[config.mk]
export PLATFORM = sky130hd
export DESIGN_NAME = ext_store_and_subtract_exec
export DESIGN_NICKNAME = d
export VERILOG_FILES = /design/src/common/ext_sub_pkg.sv /design/src/rtl/ext_store_and_subtract_exec.sv /design/src/rtl/byte_subtractor.sv
export SDC_FILE = /design/constraint.sdc
export NUM_CORES = 1
export LEC_CHECK = 0
export ABC_CLOCK_PERIOD_IN_PS = 4500
export CORE_MARGIN = 5
export CORE_UTILIZATION = 40
export CTS_CLUSTER_SIZE = 20
export DETAILED_ROUTE_END_ITERATION = 10
export DONT_BUFFER_PORTS = 1
export PLACE_DENSITY = 0.65
export SLEW_MARGIN = 5
export SYNTH_ARGS = -nofsm -noshare
export SYNTH_HDL_FRONTEND = slang
export SYNTH_SLANG_ARGS = --single-unit
export TNS_END_PERCENT = 50
[constraint.sdc]
create_clock -name clk_in -period 4.5 [get_ports clk_in]
set_clock_uncertainty 0.1 [all_clocks]
set_input_delay 0.45 -clock clk_in [delete_from_list [all_inputs] [get_ports clk_in]]
set_output_delay 0.45 -clock clk_in [all_outputs]
set_load 0.005 [all_outputs]
[src/common/ext_sub_pkg.sv]
package ext_sub_pkg;

   // opcodes and operand-byte fields
   localparam logic [7:0] OP_STORE_EXT = 8'h91;
   localparam logic [7:0] OP_SUB_IMM = 8'hc1;
   localparam logic [7:0] OP_SUB_IND = 8'hc2;
   localparam int OFFSET_FORM_BIT = 7;
   localparam int C_FORM_BIT = 0;
   localparam int SEL_LSB = 1;
   localparam int SEL_MSB = 6;
   localparam int BANK_LSB = 16;

   // every instruction of this group is two bytes long
   localparam logic [15:0] PC_STEP = 16'h0002;

   // cycles from the taking edge to done_out
   localparam int SUB_IMM_CYCLES = 1;
   localparam int SUB_IND_CYCLES = 2;
   localparam int STORE_CYCLES = 4;

   // reset values
   localparam logic [7:0] ACC_RESET = 8'h00;
   localparam logic [15:0] PC_RESET = 16'h0000;

   typedef enum logic [3:0] {
      ST_IDLE = 4'b0001,
      ST_PTR = 4'b0010,
      ST_HOLD = 4'b0100,
      ST_WRITE = 4'b1000
   } exec_state_type;

   typedef struct packed {
      logic [7:0] opcode;
      logic [7:0] operand;
   } instr_type;

   typedef struct packed {
      logic [7:0] acc;
      logic [7:0] b;
      logic [7:0] c;
      logic [15:0] pc;
   } core_regs_type;

   typedef struct packed {
      logic [23:0] addr;
      logic [7:0] data;
   } ext_write_type;

   typedef struct packed {
      logic carry_flag;
      logic half_carry_flag;
      logic overflow_flag;
   } sub_flags_type;

endpackage

[src/rtl/ext_store_and_subtract_exec.sv]
`timescale 1ns/1ps
module ext_store_and_subtract_exec
   import ext_sub_pkg::*;
(
   input wire logic clk_in,
   input wire logic rst_b_in,
   input wire logic issue_valid_in,
   input instr_type instr_in,
   input core_regs_type regs_in,
   output logic issue_ready_out,
   output logic [6:0] ptr_word_addr_out,
   input wire logic [15:0] ptr_word_in,
   output logic [15:0] byte_addr_out,
   input wire logic [7:0] byte_data_in,
   output logic ext_we_out,
   output ext_write_type ext_write_out,
   output logic done_out,
   output logic acc_we_out,
   output logic [7:0] acc_out,
   output logic flags_we_out,
   output sub_flags_type flags_out,
   output logic [15:0] pc_out
);

   exec_state_type state;
   exec_state_type next_state;
   logic is_store;
   logic is_sub_imm;
   logic is_sub_ind;
   logic take;
   logic [5:0] sel;
   logic [15:0] disp;
   logic [5:0] sel_q;
   logic [15:0] disp_q;
   logic is_store_q;
   core_regs_type regs_q;
   logic [15:0] eff_addr;
   logic [7:0] sub_rhs;
   logic [7:0] sub_lhs;
   logic [7:0] sub_diff;
   sub_flags_type sub_flags;
   logic finish_sub;
   logic finish_store;

   // decode; the request is held off unless idle, unknown opcodes are not taken
   assign is_store = instr_in.opcode == OP_STORE_EXT;
   assign is_sub_imm = instr_in.opcode == OP_SUB_IMM;
   assign is_sub_ind = instr_in.opcode == OP_SUB_IND;
   assign issue_ready_out = state == ST_IDLE;
   assign take = issue_valid_in && issue_ready_out && (is_store || is_sub_imm || is_sub_ind);

   // offset form always uses pair reg zero; otherwise bits 6..1 pick 0..63
   assign sel = instr_in.operand[OFFSET_FORM_BIT] ? 6'h00 :
                instr_in.operand[SEL_MSB:SEL_LSB];
   // displacement: signed 7-bit offset, signed C, or none
   assign disp = instr_in.operand[OFFSET_FORM_BIT] ?
                 {{9{instr_in.operand[6]}}, instr_in.operand[6:0]} :
                 instr_in.operand[C_FORM_BIT] ?
                 {{8{regs_in.c[7]}}, regs_in.c} : 16'h0000;

   // pointer word sits at RAM 2n/2n+1; memory answers in the same cycle
   assign ptr_word_addr_out = {sel_q, 1'b0};
   assign eff_addr = ptr_word_in + disp_q;
   assign byte_addr_out = eff_addr;

   // operand is immediate byte at issue, memory byte in the pointer cycle
   assign sub_rhs = (state == ST_IDLE) ? instr_in.operand : byte_data_in;
   assign sub_lhs = (state == ST_IDLE) ? regs_in.acc : regs_q.acc;
   byte_subtractor u_sub (
      .minuend_in(sub_lhs),
      .subtrahend_in(sub_rhs),
      .diff_out(sub_diff),
      .flags_out(sub_flags)
   );

   assign finish_sub = (take && is_sub_imm) || (state == ST_PTR && !is_store_q);
   assign finish_store = state == ST_WRITE;
   assign ext_we_out = state == ST_WRITE;

   // sequence: store walks ptr, hold, write; indirect subtract ends in ptr
   always_comb begin
      next_state = state;
      case (state)
         ST_IDLE: begin
            if (take && !is_sub_imm) begin
               next_state = ST_PTR;
            end
         end
         ST_PTR: begin
            next_state = is_store_q ? ST_HOLD : ST_IDLE;
         end
         ST_HOLD: begin
            next_state = ST_WRITE;
         end
         ST_WRITE: begin
            next_state = ST_IDLE;
         end
         default: begin
            next_state = ST_IDLE;
         end
      endcase
   end

   always_ff @(posedge clk_in or negedge rst_b_in) begin
      if (!rst_b_in) begin
         state <= ST_IDLE;
      end else begin
         state <= next_state;
      end
   end

   // operands captured at issue so the core may move on
   always_ff @(posedge clk_in or negedge rst_b_in) begin
      if (!rst_b_in) begin
         sel_q <= 6'h00;
         disp_q <= 16'h0000;
         is_store_q <= 1'b0;
         regs_q <= '0;
      end else if (take) begin
         sel_q <= sel;
         disp_q <= disp;
         is_store_q <= is_store;
         regs_q <= regs_in;
      end
   end

   // store target: 16-bit pointer sum, bank byte B on bits 23-16
   always_ff @(posedge clk_in or negedge rst_b_in) begin
      if (!rst_b_in) begin
         ext_write_out <= '0;
      end else if (state == ST_PTR && is_store_q) begin
         ext_write_out.addr <= {8'h00, eff_addr} + {regs_q.b, 16'h0000};
         ext_write_out.data <= regs_q.acc;
      end
   end

   // results; a store raises done but never the acc or flag write strobes
   always_ff @(posedge clk_in or negedge rst_b_in) begin
      if (!rst_b_in) begin
         done_out <= 1'b0;
         acc_we_out <= 1'b0;
         flags_we_out <= 1'b0;
         acc_out <= ACC_RESET;
         flags_out <= '0;
         pc_out <= PC_RESET;
      end else begin
         done_out <= finish_sub || finish_store;
         acc_we_out <= finish_sub;
         flags_we_out <= finish_sub;
         if (finish_sub) begin
            acc_out <= sub_diff;
            flags_out <= sub_flags;
            pc_out <= (state == ST_IDLE ? regs_in.pc : regs_q.pc) + PC_STEP;
         end else if (finish_store) begin
            pc_out <= regs_q.pc + PC_STEP;
         end
      end
   end
endmodule

[src/rtl/byte_subtractor.sv]
`timescale 1ns/1ps
// 8-bit subtract with borrow-style flags
module byte_subtractor
   import ext_sub_pkg::*;
(
   input wire logic [7:0] minuend_in,
   input wire logic [7:0] subtrahend_in,
   output logic [7:0] diff_out,
   output sub_flags_type flags_out
);

   logic [8:0] wide_diff;
   logic [4:0] low_diff;

   // borrow out of bit 7 and bit 3; signed overflow from operand and result signs
   assign wide_diff = {1'b0, minuend_in} - {1'b0, subtrahend_in};
   assign low_diff = {1'b0, minuend_in[3:0]} - {1'b0, subtrahend_in[3:0]};
   assign diff_out = wide_diff[7:0];
   assign flags_out.carry_flag = wide_diff[8];
   assign flags_out.half_carry_flag = low_diff[4];
   assign flags_out.overflow_flag = (minuend_in[7] != subtrahend_in[7]) &&
                                    (wide_diff[7] != minuend_in[7]);

endmodule

Word level (Yosys, flattened, before mapping)
Index checks and enable logic that the tools add are counted.
{"block": "totals", "input_bits": 83, "ff_bits": 120, "word_cells": 57, "out_inout_bits": 87}
{"block": "op_classes", "n_eq_ne": 10, "muxes": 11, "addsub": 6, "n_reduce_logical": 14}
{"op": "16-bit two-way mux", "count": 5}
{"op": "16-bit by 2-bit adder with 16-bit output, second input constant", "count": 2}
{"op": "16-bit by 24-bit adder with 24-bit output", "count": 1}
{"op": "8-bit == test, second input constant", "count": 3}
{"op": "16-bit adder", "count": 1}
{"op": "8-bit two-way mux", "count": 2}
{"op": "4-bit case mux with 3 select lines", "count": 1}
{"op": "8-bit by 8-bit subtractor with 9-bit output", "count": 1}
{"op": "1-bit logical AND", "count": 7}
{"op": "6-bit two-way mux", "count": 1}
{"op": "4-bit by 4-bit subtractor with 5-bit output", "count": 1}
{"op": "4-bit by 1-bit == test with 1-bit output, second input constant", "count": 1}
{"op": "4-bit by 2-bit == test with 1-bit output, second input constant", "count": 1}
{"op": "4-bit by 3-bit == test with 1-bit output, second input constant", "count": 1}
{"op": "4-bit == test, second input constant", "count": 1}
{"op": "1-bit logical OR", "count": 4}
{"op": "4-bit two-way mux", "count": 1}
{"op": "3-bit two-way mux", "count": 1}
{"op": "1-bit zero test", "count": 2}
{"op": "1-bit != test", "count": 2}
{"op": "2-bit by 1-bit != test with 1-bit output, second input constant", "count": 1}
{"op": "2-bit nonzero test", "count": 1}

Longest topological paths before layout
Gate-level depths: netlist of the first run.
{"block": "logic_depth", "depth_word": 7, "mapped_depth": 14}

Cells and area by module
From an unflattened synthesis of the first run, not the netlist that was laid out.
{"block": "unflattened", "cells_unflattened": 697, "hier_area_um2": 6289.8}
{"module": "ext_store_and_subtract_exec", "instances": 1, "seq_area_each_um2": 2803.9, "cells_each": 641, "area_each_um2": 5898.2}
{"module": "byte_subtractor", "instances": 1, "seq_area_each_um2": 0.0, "cells_each": 56, "area_each_um2": 391.6}

Least setup slack after synthesis of the first run
No wires, ideal clock.
{"block": "synth_path", "kind": "reg2reg", "startpoint": "register state[1]", "endpoint": "register flags_out[2] (netlist bit)", "arrival_ns": 3.178, "path_buffers": 3, "slack_ns": 1.156, "period_less_slack_ns": 3.344, "required_time_ns": 4.334, "setup_time_ns": 0.066, "stages_incl_launch_ff": 15, "cell_sequence": "dfrtp_1 > buf_2 > nor4b_4 > buf_2 > buf_2 > mux2i_1 > ha_1 > inv_1 > fa_1 > a21o_1 > a21oi_1 > nor2_1 > o311a_1 > o21ai_0 > a22o_1"}
{"block": "synth_via", "elab_chain_len": 5, "elab_cells_between_ends": 10, "classes_between": "add/sub: 1; eq/ne: 2; mux: 2; reduce/logical: 5"}
{"element": "start, declared", "line_no": "ext_store_and_subtract_exec.sv:25", "rtl": "exec_state_type state;"}
{"element": "start signal, assigned", "line_no": "ext_store_and_subtract_exec.sv:108", "rtl": "state <= next_state;"}
{"element": "4-bit by 1-bit == test with 1-bit output *", "line_no": "ext_store_and_subtract_exec.sv:49", "rtl": "assign issue_ready_out = state == ST_IDLE;"}
{"element": "via issue_ready_out", "line_no": "ext_store_and_subtract_exec.sv:10", "rtl": "output logic issue_ready_out,"}
{"element": "branches (longest 4 deep; another with 8-bit by 8-bit subtractor with 9-bit output)"}
{"element": "end signal, assigned", "line_no": "ext_store_and_subtract_exec.sv:152", "rtl": "flags_out <= sub_flags;"}
{"element": "end, declared", "line_no": "ext_store_and_subtract_exec.sv:21", "rtl": "output sub_flags_type flags_out,"}
Mark *: on every way through the listed nets, which the timed path passes.
A chain may end at the register's enable or synchronous reset.

Worst setup path in the final report of the first run
{"block": "layout_path", "startpoint": "register state[0]", "endpoint": "register flags_out[2] (netlist bit)"}
{"block": "layout_via", "elab_chain_len": 5, "elab_cells_between_ends": 10, "classes_between": "add/sub: 1; eq/ne: 2; mux: 2; reduce/logical: 5"}
{"element": "branches (longest 5 deep; another with 8-bit by 8-bit subtractor with 9-bit output)"}
Several ways; the timed one is not identified.

==> results.toml, run 1 <==
[outcome]
status = "complete, no violations"

[critical_path]
worst_setup_path_end_kind = "register"
cp.arrival_ps = 3850
worstSetupStartpointType = "register"
path_class = "register to register"
crit_fanout = 16
required_ps = 4690

[cts]
path_clk_slew_ps = 70
cts-root-buf = "clkbuf_16"
cts_tree = "yes"
cts.sinks = 112
clk_path_buf_depth = 2
cts_setup_buffers = 0
h-tree-depth = 3
cts_buffers = 9
clk_latency_ps = 350

[yosys]
yosysSeqAreaShare = 0.447
synth_nets = 815
yosysWarnings = 0
yosysUniqueCellTypes = 57
yosysTopAreaCell = "dfrtp_1"
synth_edf_count = 0
syn-cell-area_um2 = 6270
synth_top_area_share = 0.443
syn_inst = 706
syn_area_per_cell_um2 = 8.88
synth_seq_cells = 112
ys.flop_type = "dfrtp_1"
async_flop_share = 1.00
synth_area_leaders = "dfrtp_1 44%, nand2_1 14%, ha_1 4.8%"

[detailed_routing]
drc = 0
dr.first_iter.drc_count = 399
final_antenna_net_count = 0
drt-total-wl_mm = 16.9
routedWlPerCell_um = 18.6
avgViaCountPerCell = 5.59
drt_pass1_iterations = 6
vias = 5074

[cells_and_area]
syn_to_final_growth_pct = 8.26
drive_above_1_share = 0.0733
nNetsFinal = 801

[sta]
fin_crit_ps = 3660
min_period_over_period = 0.814
max_slew.worst_pin.slew_ps = 1000
final-max-slew-violation-count = 0
fin_setup_tns_ps = 0
relSlewSlack = 0.331
grt_setup_unrepaired = "no"
setup_violations = 0
fmax_mhz = 273
finalHoldViolCount = 0

[global_route]
grt_pass1_wl_mm = 26.8
antenna_found_initial = 1
gr-total-overflow = 0
globalRouteTotalUtil = 0.182
grt_pass1_vias = 4930
grt_max_degree = 113

[min_path]
min_path_type = "input port to register"

[die]
ioPinCount = 170
core_area_um2 = 15300
die_area_um2 = 18300
die_w_um = 135
die_h_um = 135
start_util = 0.409
fp-row-count = 45

[place]
routabilityCongestion = 0.861
hpwl_mm = 12.3
port_buffers = 0

[power]
p_per_area_nw_per_um2 = 355
p_leak_nw = 3.32
vdd_drop_max_v = 0.000191
power.total_mw = 2.41

[flow_run]
maxCapViolations = 0
-- state kept, by name (all words and copies together), names as in the netlist --
name	flops
ext_write_out	32
regs_q	32
pc_out	16
acc_out	8
disp_q	8
sel_q	6
state	4
flags_out	3
done_out	1
flags_we_out	1
is_store_q	1
-- repair_timing --
action | CTS | global route
resized for setup | 0 | 0
hold buffers | 2 | 0
hold endpoints to repair | 112 | 0
-- layout by cell type, fill, tap and decap left out, types with 10 or more instances in the layout --
cell type  count
ha_1          24
a21oi_1       23
nand2_1      237
o21ai_0       28
nand4_1       15
nor2_1        36
mux2i_1       18
xor2_1        15
nand3_1       10
mux2_2        17
xnor2_1       19
dfrtp_1      111
-- final cells by class --
type	instances	area, µm²
clock inverters	6	68.8
repair buffers	8	95.1
multi-input cells	551	3290
flip-flops and latches	112	2800
fillers	1493	8530
well taps	211	264
diodes	1	2.50
clock buffers	9	225
inverters	10	37.5
-- metrics by stage --
| stage | util | std cells | hold WS (ps) | worst slack (ps) | instance area [µm²] |
|---|---|---|---|---|---|
| floorplan | - | 706 | 54.4 | 1160 | 6270 |
| global placement | 0.421 | 890 | 58.0 | 1070 | 6450 |
| detailed placement | 0.421 | 890 | 58.3 | 863 | 6450 |
| CTS | 0.443 | 907 | 98.6 | 853 | 6790 |
| global route | 0.443 | 908 | 104 | 638 | 6790 |
| finish | 0.443 | 908 | 112 | 838 | 6790 |
-- path summary, 6_finish.rpt --
path,start,to,slack (ps),cells after the start
worst max-delay path,state[0],flags_out[2],840,12
min in group asynchronous,rst_b_in,ext_write_out[15],520,2
worst min register to register,regs_q[27],ext_write_out[27],370,2
max in group asynchronous,rst_b_in,ext_write_out[12],3220,2
worst max register to register,state[0],flags_out[2],840,12
worst min-delay path,regs_in[39],regs_q[39],110,2
-- metal layers --
layer / track usage / part of all wire / up-vias
met5: 0 / 0 / -
met2: 0.282 / 0.46 / 191
li1: - / - / 2391
met1: 0.236 / 0.43 / 2459
met4: 0.0784 / 0.031 / 0
met3: 0.0568 / 0.084 / 33
-- cells by family after synthesis --
family,share of synthesized area
simple gates,0.246
buf+inv,0.0289
fa+ha+maj,0.0543
xor+xnor,0.0475
mux,0.0615
flops,0.447
compound gates,0.114
other cells,0.000598
-- synth_stat cells (8+ instances only) --
| cell | n |
|---|---|
| nand4_1 | 15 |
| nor2_1 | 36 |
| clkbuf_1 | 22 |
| mux2i_1 | 18 |
| nand3_1 | 10 |
| o21ai_0 | 28 |
| nand2_1 | 237 |
| dfrtp_1 | 111 |
| xnor2_1 | 19 |
| inv_1 | 9 |
| ha_1 | 24 |
| a21oi_1 | 23 |
| a221oi_1 | 8 |
| mux2_2 | 17 |
| and3_1 | 9 |
| xor2_1 | 15 |
-- power by group --
group / internal (mW) / total [mW] / switching (mW)
sequential: 1.07 / 1.14 / 0.0694
clock: 0.433 / 0.806 / 0.373
combinational: 0.182 / 0.460 / 0.277
total: 1.69 / 2.41 / 0.719
-- worst max-delay path, stage by stage, from the launching register on --
cell and delay (ps):
dfstp_2 600, nor4b_4 410, buf_4 350, mux2i_1 240
ha_1 210, inv_1 60, fa_1 390, a21o_1 170
a21oi_1 310, nor2_1 110, o311a_1 310, o21ai_0 170
a22o_1 150
(Power assumes the default switching activity.)
==> run 2, diff against run 1 <==
--- a/config.mk
+++ b/config.mk
@@ -5,7 +5,8 @@
 export SDC_FILE = /design/constraint.sdc
 export NUM_CORES = 1
 export LEC_CHECK = 0
-export ABC_CLOCK_PERIOD_IN_PS = 4500
+export ABC_AREA = 1
+export ABC_CLOCK_PERIOD_IN_PS = 3400
 export CORE_MARGIN = 5
 export CORE_UTILIZATION = 40
 export CTS_CLUSTER_SIZE = 20
==> constraint.sdc (replaced) <==
create_clock -name clk_in -period 3.4 [get_ports clk_in]
set_clock_uncertainty 0.1 [all_clocks]
set_input_delay 0.34 -clock clk_in [delete_from_list [all_inputs] [get_ports clk_in]]
set_output_delay 0.34 -clock clk_in [all_outputs]
set_load 0.005 [all_outputs]
==> results.toml, run 2 <==
[sta]
fin_crit_ps = 2960
grt_setup_unrepaired = "no"
fin_ws_ps = 436
fin_setup_tns_ps = 0
min_period_over_period = 0.872
fmax_mhz = 337
finalHoldViolCount = 0
setup_violations = 0
relSlewSlack = 0.438
final-max-slew-violation-count = 0
max_slew.worst_pin.slew_ps = 841

[power]
pwr-share-clk = 0.287
p_switching_mw = 1.50
p_seq_frac = 0.388
p_per_area_nw_per_um2 = 573
p_int_mw = 2.61
vdd_drop_max_v = 0.000257
p_sw_frac = 0.365
p_leak_nw = 3.67
pwr-share-comb = 0.325

[critical_path]
worst_setup_path_end_kind = "register"
path_class = "register to register"
required_ps = 3600
crit_fanout = 19
worstSetupStartpointType = "register"
cp.arrival_ps = 3160

[yosys]
synth_top_area_share = 0.430
syn-cell-area_um2 = 6460
yosysSeqAreaShare = 0.434
yosysWarnings = 0
synth_seq_cells = 112
syn_inst = 840
synth_area_leaders = "dfrtp_1 43%, nand2_1 17%, o21ai_0 5.7%"
synthTopCellsByCount = "295 x nand2_1, 111 x dfrtp_1, 81 x inv_1, 73 x o21ai_0, 49 x nand3_1"
synth_nets = 949
yosysUniqueCellTypes = 41
yosysMostFrequentCell = "nand2_1"
ys.flop_type = "dfrtp_1"
syn_area_per_cell_um2 = 7.69
synth_edf_count = 0
yosysTopAreaCell = "dfrtp_1"
async_flop_share = 1.00

[place]
place_ws_ps = 314
hpwl_mm = 12.5
port_buffers = 0
dp_cells = 1033
routabilityCongestion = 0.903

[die]
start_util = 0.407
die_w_um = 137
die_area_um2 = 18800
ioPinCount = 170
core_area_um2 = 15900
fp-row-count = 46
die_h_um = 137

[cells_and_area]
antenna_cells = 0
final-instance-count-excl-fill = 1069
syn_to_final_growth_pct = 11.0
fillerInstances = 1628
drive_above_1_share = 0.0891
nNetsFinal = 957
reg.largest.list = "ext_write_out (32), regs_q (32), pc_out (16)"
layout_common_cells = "295 x nand2_1, 111 x dfrtp_1, 81 x inv_1, 73 x o21ai_0, 49 x nand3_1"
layout_commonest_cell = "nand2_1"

[cts]
cts.sinks = 112
cts-root-buf = "clkbuf_16"
path_clk_slew_ps = 80
clk_path_buf_depth = 2
cts_tree = "yes"
h-tree-depth = 3
cts_buffers = 9
clk_latency_ps = 360

[detailed_routing]
avgViaCountPerCell = 4.99
routedWlPerCell_um = 16.0
vias = 5329
dr.first_iter.drc_count = 282
final_antenna_net_count = 0
drt-total-wl_mm = 17.1
drt_pass1_iterations = 5
drc = 0

[outcome]
status = "complete, no violations"

[min_path]
min_path_type = "input port to register"

[global_route]
gr-total-overflow = 0
antenna_found_initial = 1
globalRouteTotalUtil = 0.189
grt_max_degree = 113
grt_pass1_vias = 5211
grt_pass1_wl_mm = 27.7

[flow_run]
maxCapViolations = 0
[run 2: layout make-up]
| type | count | area [µm²] | share of cell area |
|---|---|---|---|
| Sequential cell | 112 | 2800 | 0.391 |
| Inverter | 85 | 324 | 0.0452 |
| Timing Repair Buffer | 30 | 293 | 0.0408 |
| Clock inverter | 6 | 90.1 | 0.0126 |
| Multi-Input combinational cell | 610 | 3160 | 0.441 |
| Tap cell | 216 | 270 | 0.0377 |
| Clock buffer | 10 | 229 | 0.0319 |
[run 2: final timing paths]
path	from	end	slack [ps]	cells after the start
worst max-delay path	state[0]	flags_out[2]	440	19
worst min-delay path	regs_in[3]	regs_q[3]	10	2
worst max register to register	state[0]	flags_out[2]	440	19
worst min register to register	regs_q[26]	ext_write_out[26]	370	2
max in group asynchronous	rst_b_in	ext_write_out[1]	2270	2
min in group asynchronous	rst_b_in	done_out	470	2
[run 2: critical path, stage by stage (launching register included)]
cell	delay (ps)
dfstp_2	560
inv_2	40
nor2_2	110
nand2_4	130
inv_6	150
nand2_1	60
o21ai_0	80
ha_1	170
inv_1	60
fa_1	400
nand3_1	100
nand2_1	80
nand2_1	60
inv_1	40
or2_2	260
a21oi_1	190
inv_1	60
a21oi_1	110
o21ai_0	80
nand2_1	60
[run 2: layer usage]
metal / share of wire / GRT usage / vias up
met4: 0.021 / 0.0671 / 2
li1: - / - / 2684
met5: 0.00088 / 0 / -
met1: 0.43 / 0.250 / 2461
met3: 0.095 / 0.0632 / 25
met2: 0.45 / 0.289 / 157
[run 2: kinds of logic (layout without fill, tap and decap cells)]
| kind of cell | count (synthesis) | count (layout) | share of synthesized area |
|---|---|---|---|
| simple gates | 447 | 447 | 0.311 |
| compound gates | 118 | 118 | 0.101 |
| buf+inv | 118 | 131 | 0.0767 |
| flops | 112 | 112 | 0.434 |
| fa+ha+maj | 26 | 26 | 0.0527 |
| xor+xnor | 18 | 18 | 0.0244 |
| other cells | 1 | 1 | 0.000581 |
[run 2: repair_timing]
item | in CTS | in global routing
setup endpoints to repair | 0 | 2
resized for setup | 0 | 3
endpoints found under the hold margin | 135 | 0
setup buffers | 0 | 0
hold buffers | 20 | 0
[run 2: power groups by stage]
stage	sequential [mW]	combinational, mW	clock [mW]
floorplan	1.58	1.04	0
global placement	1.62	1.27	0
detailed placement	1.62	1.28	0
CTS	1.60	1.34	1.21
global route	1.62	1.54	1.25
finish	1.59	1.34	1.18
[run 2: per-stage QoR]
stage / power [mW] / area [µm²] / hold WS [ps] / utilization
floorplan: 2.62 / 6460 / -55.6 / -
CTS: 4.14 / 7170 / 1.71 / 0.451
global placement: 2.89 / 6630 / -52.5 / 0.417
detailed placement: 2.90 / 6630 / -52.5 / 0.417
global route: 4.42 / 7170 / 8.39 / 0.452
finish: 4.11 / 7170 / 12.4 / 0.452
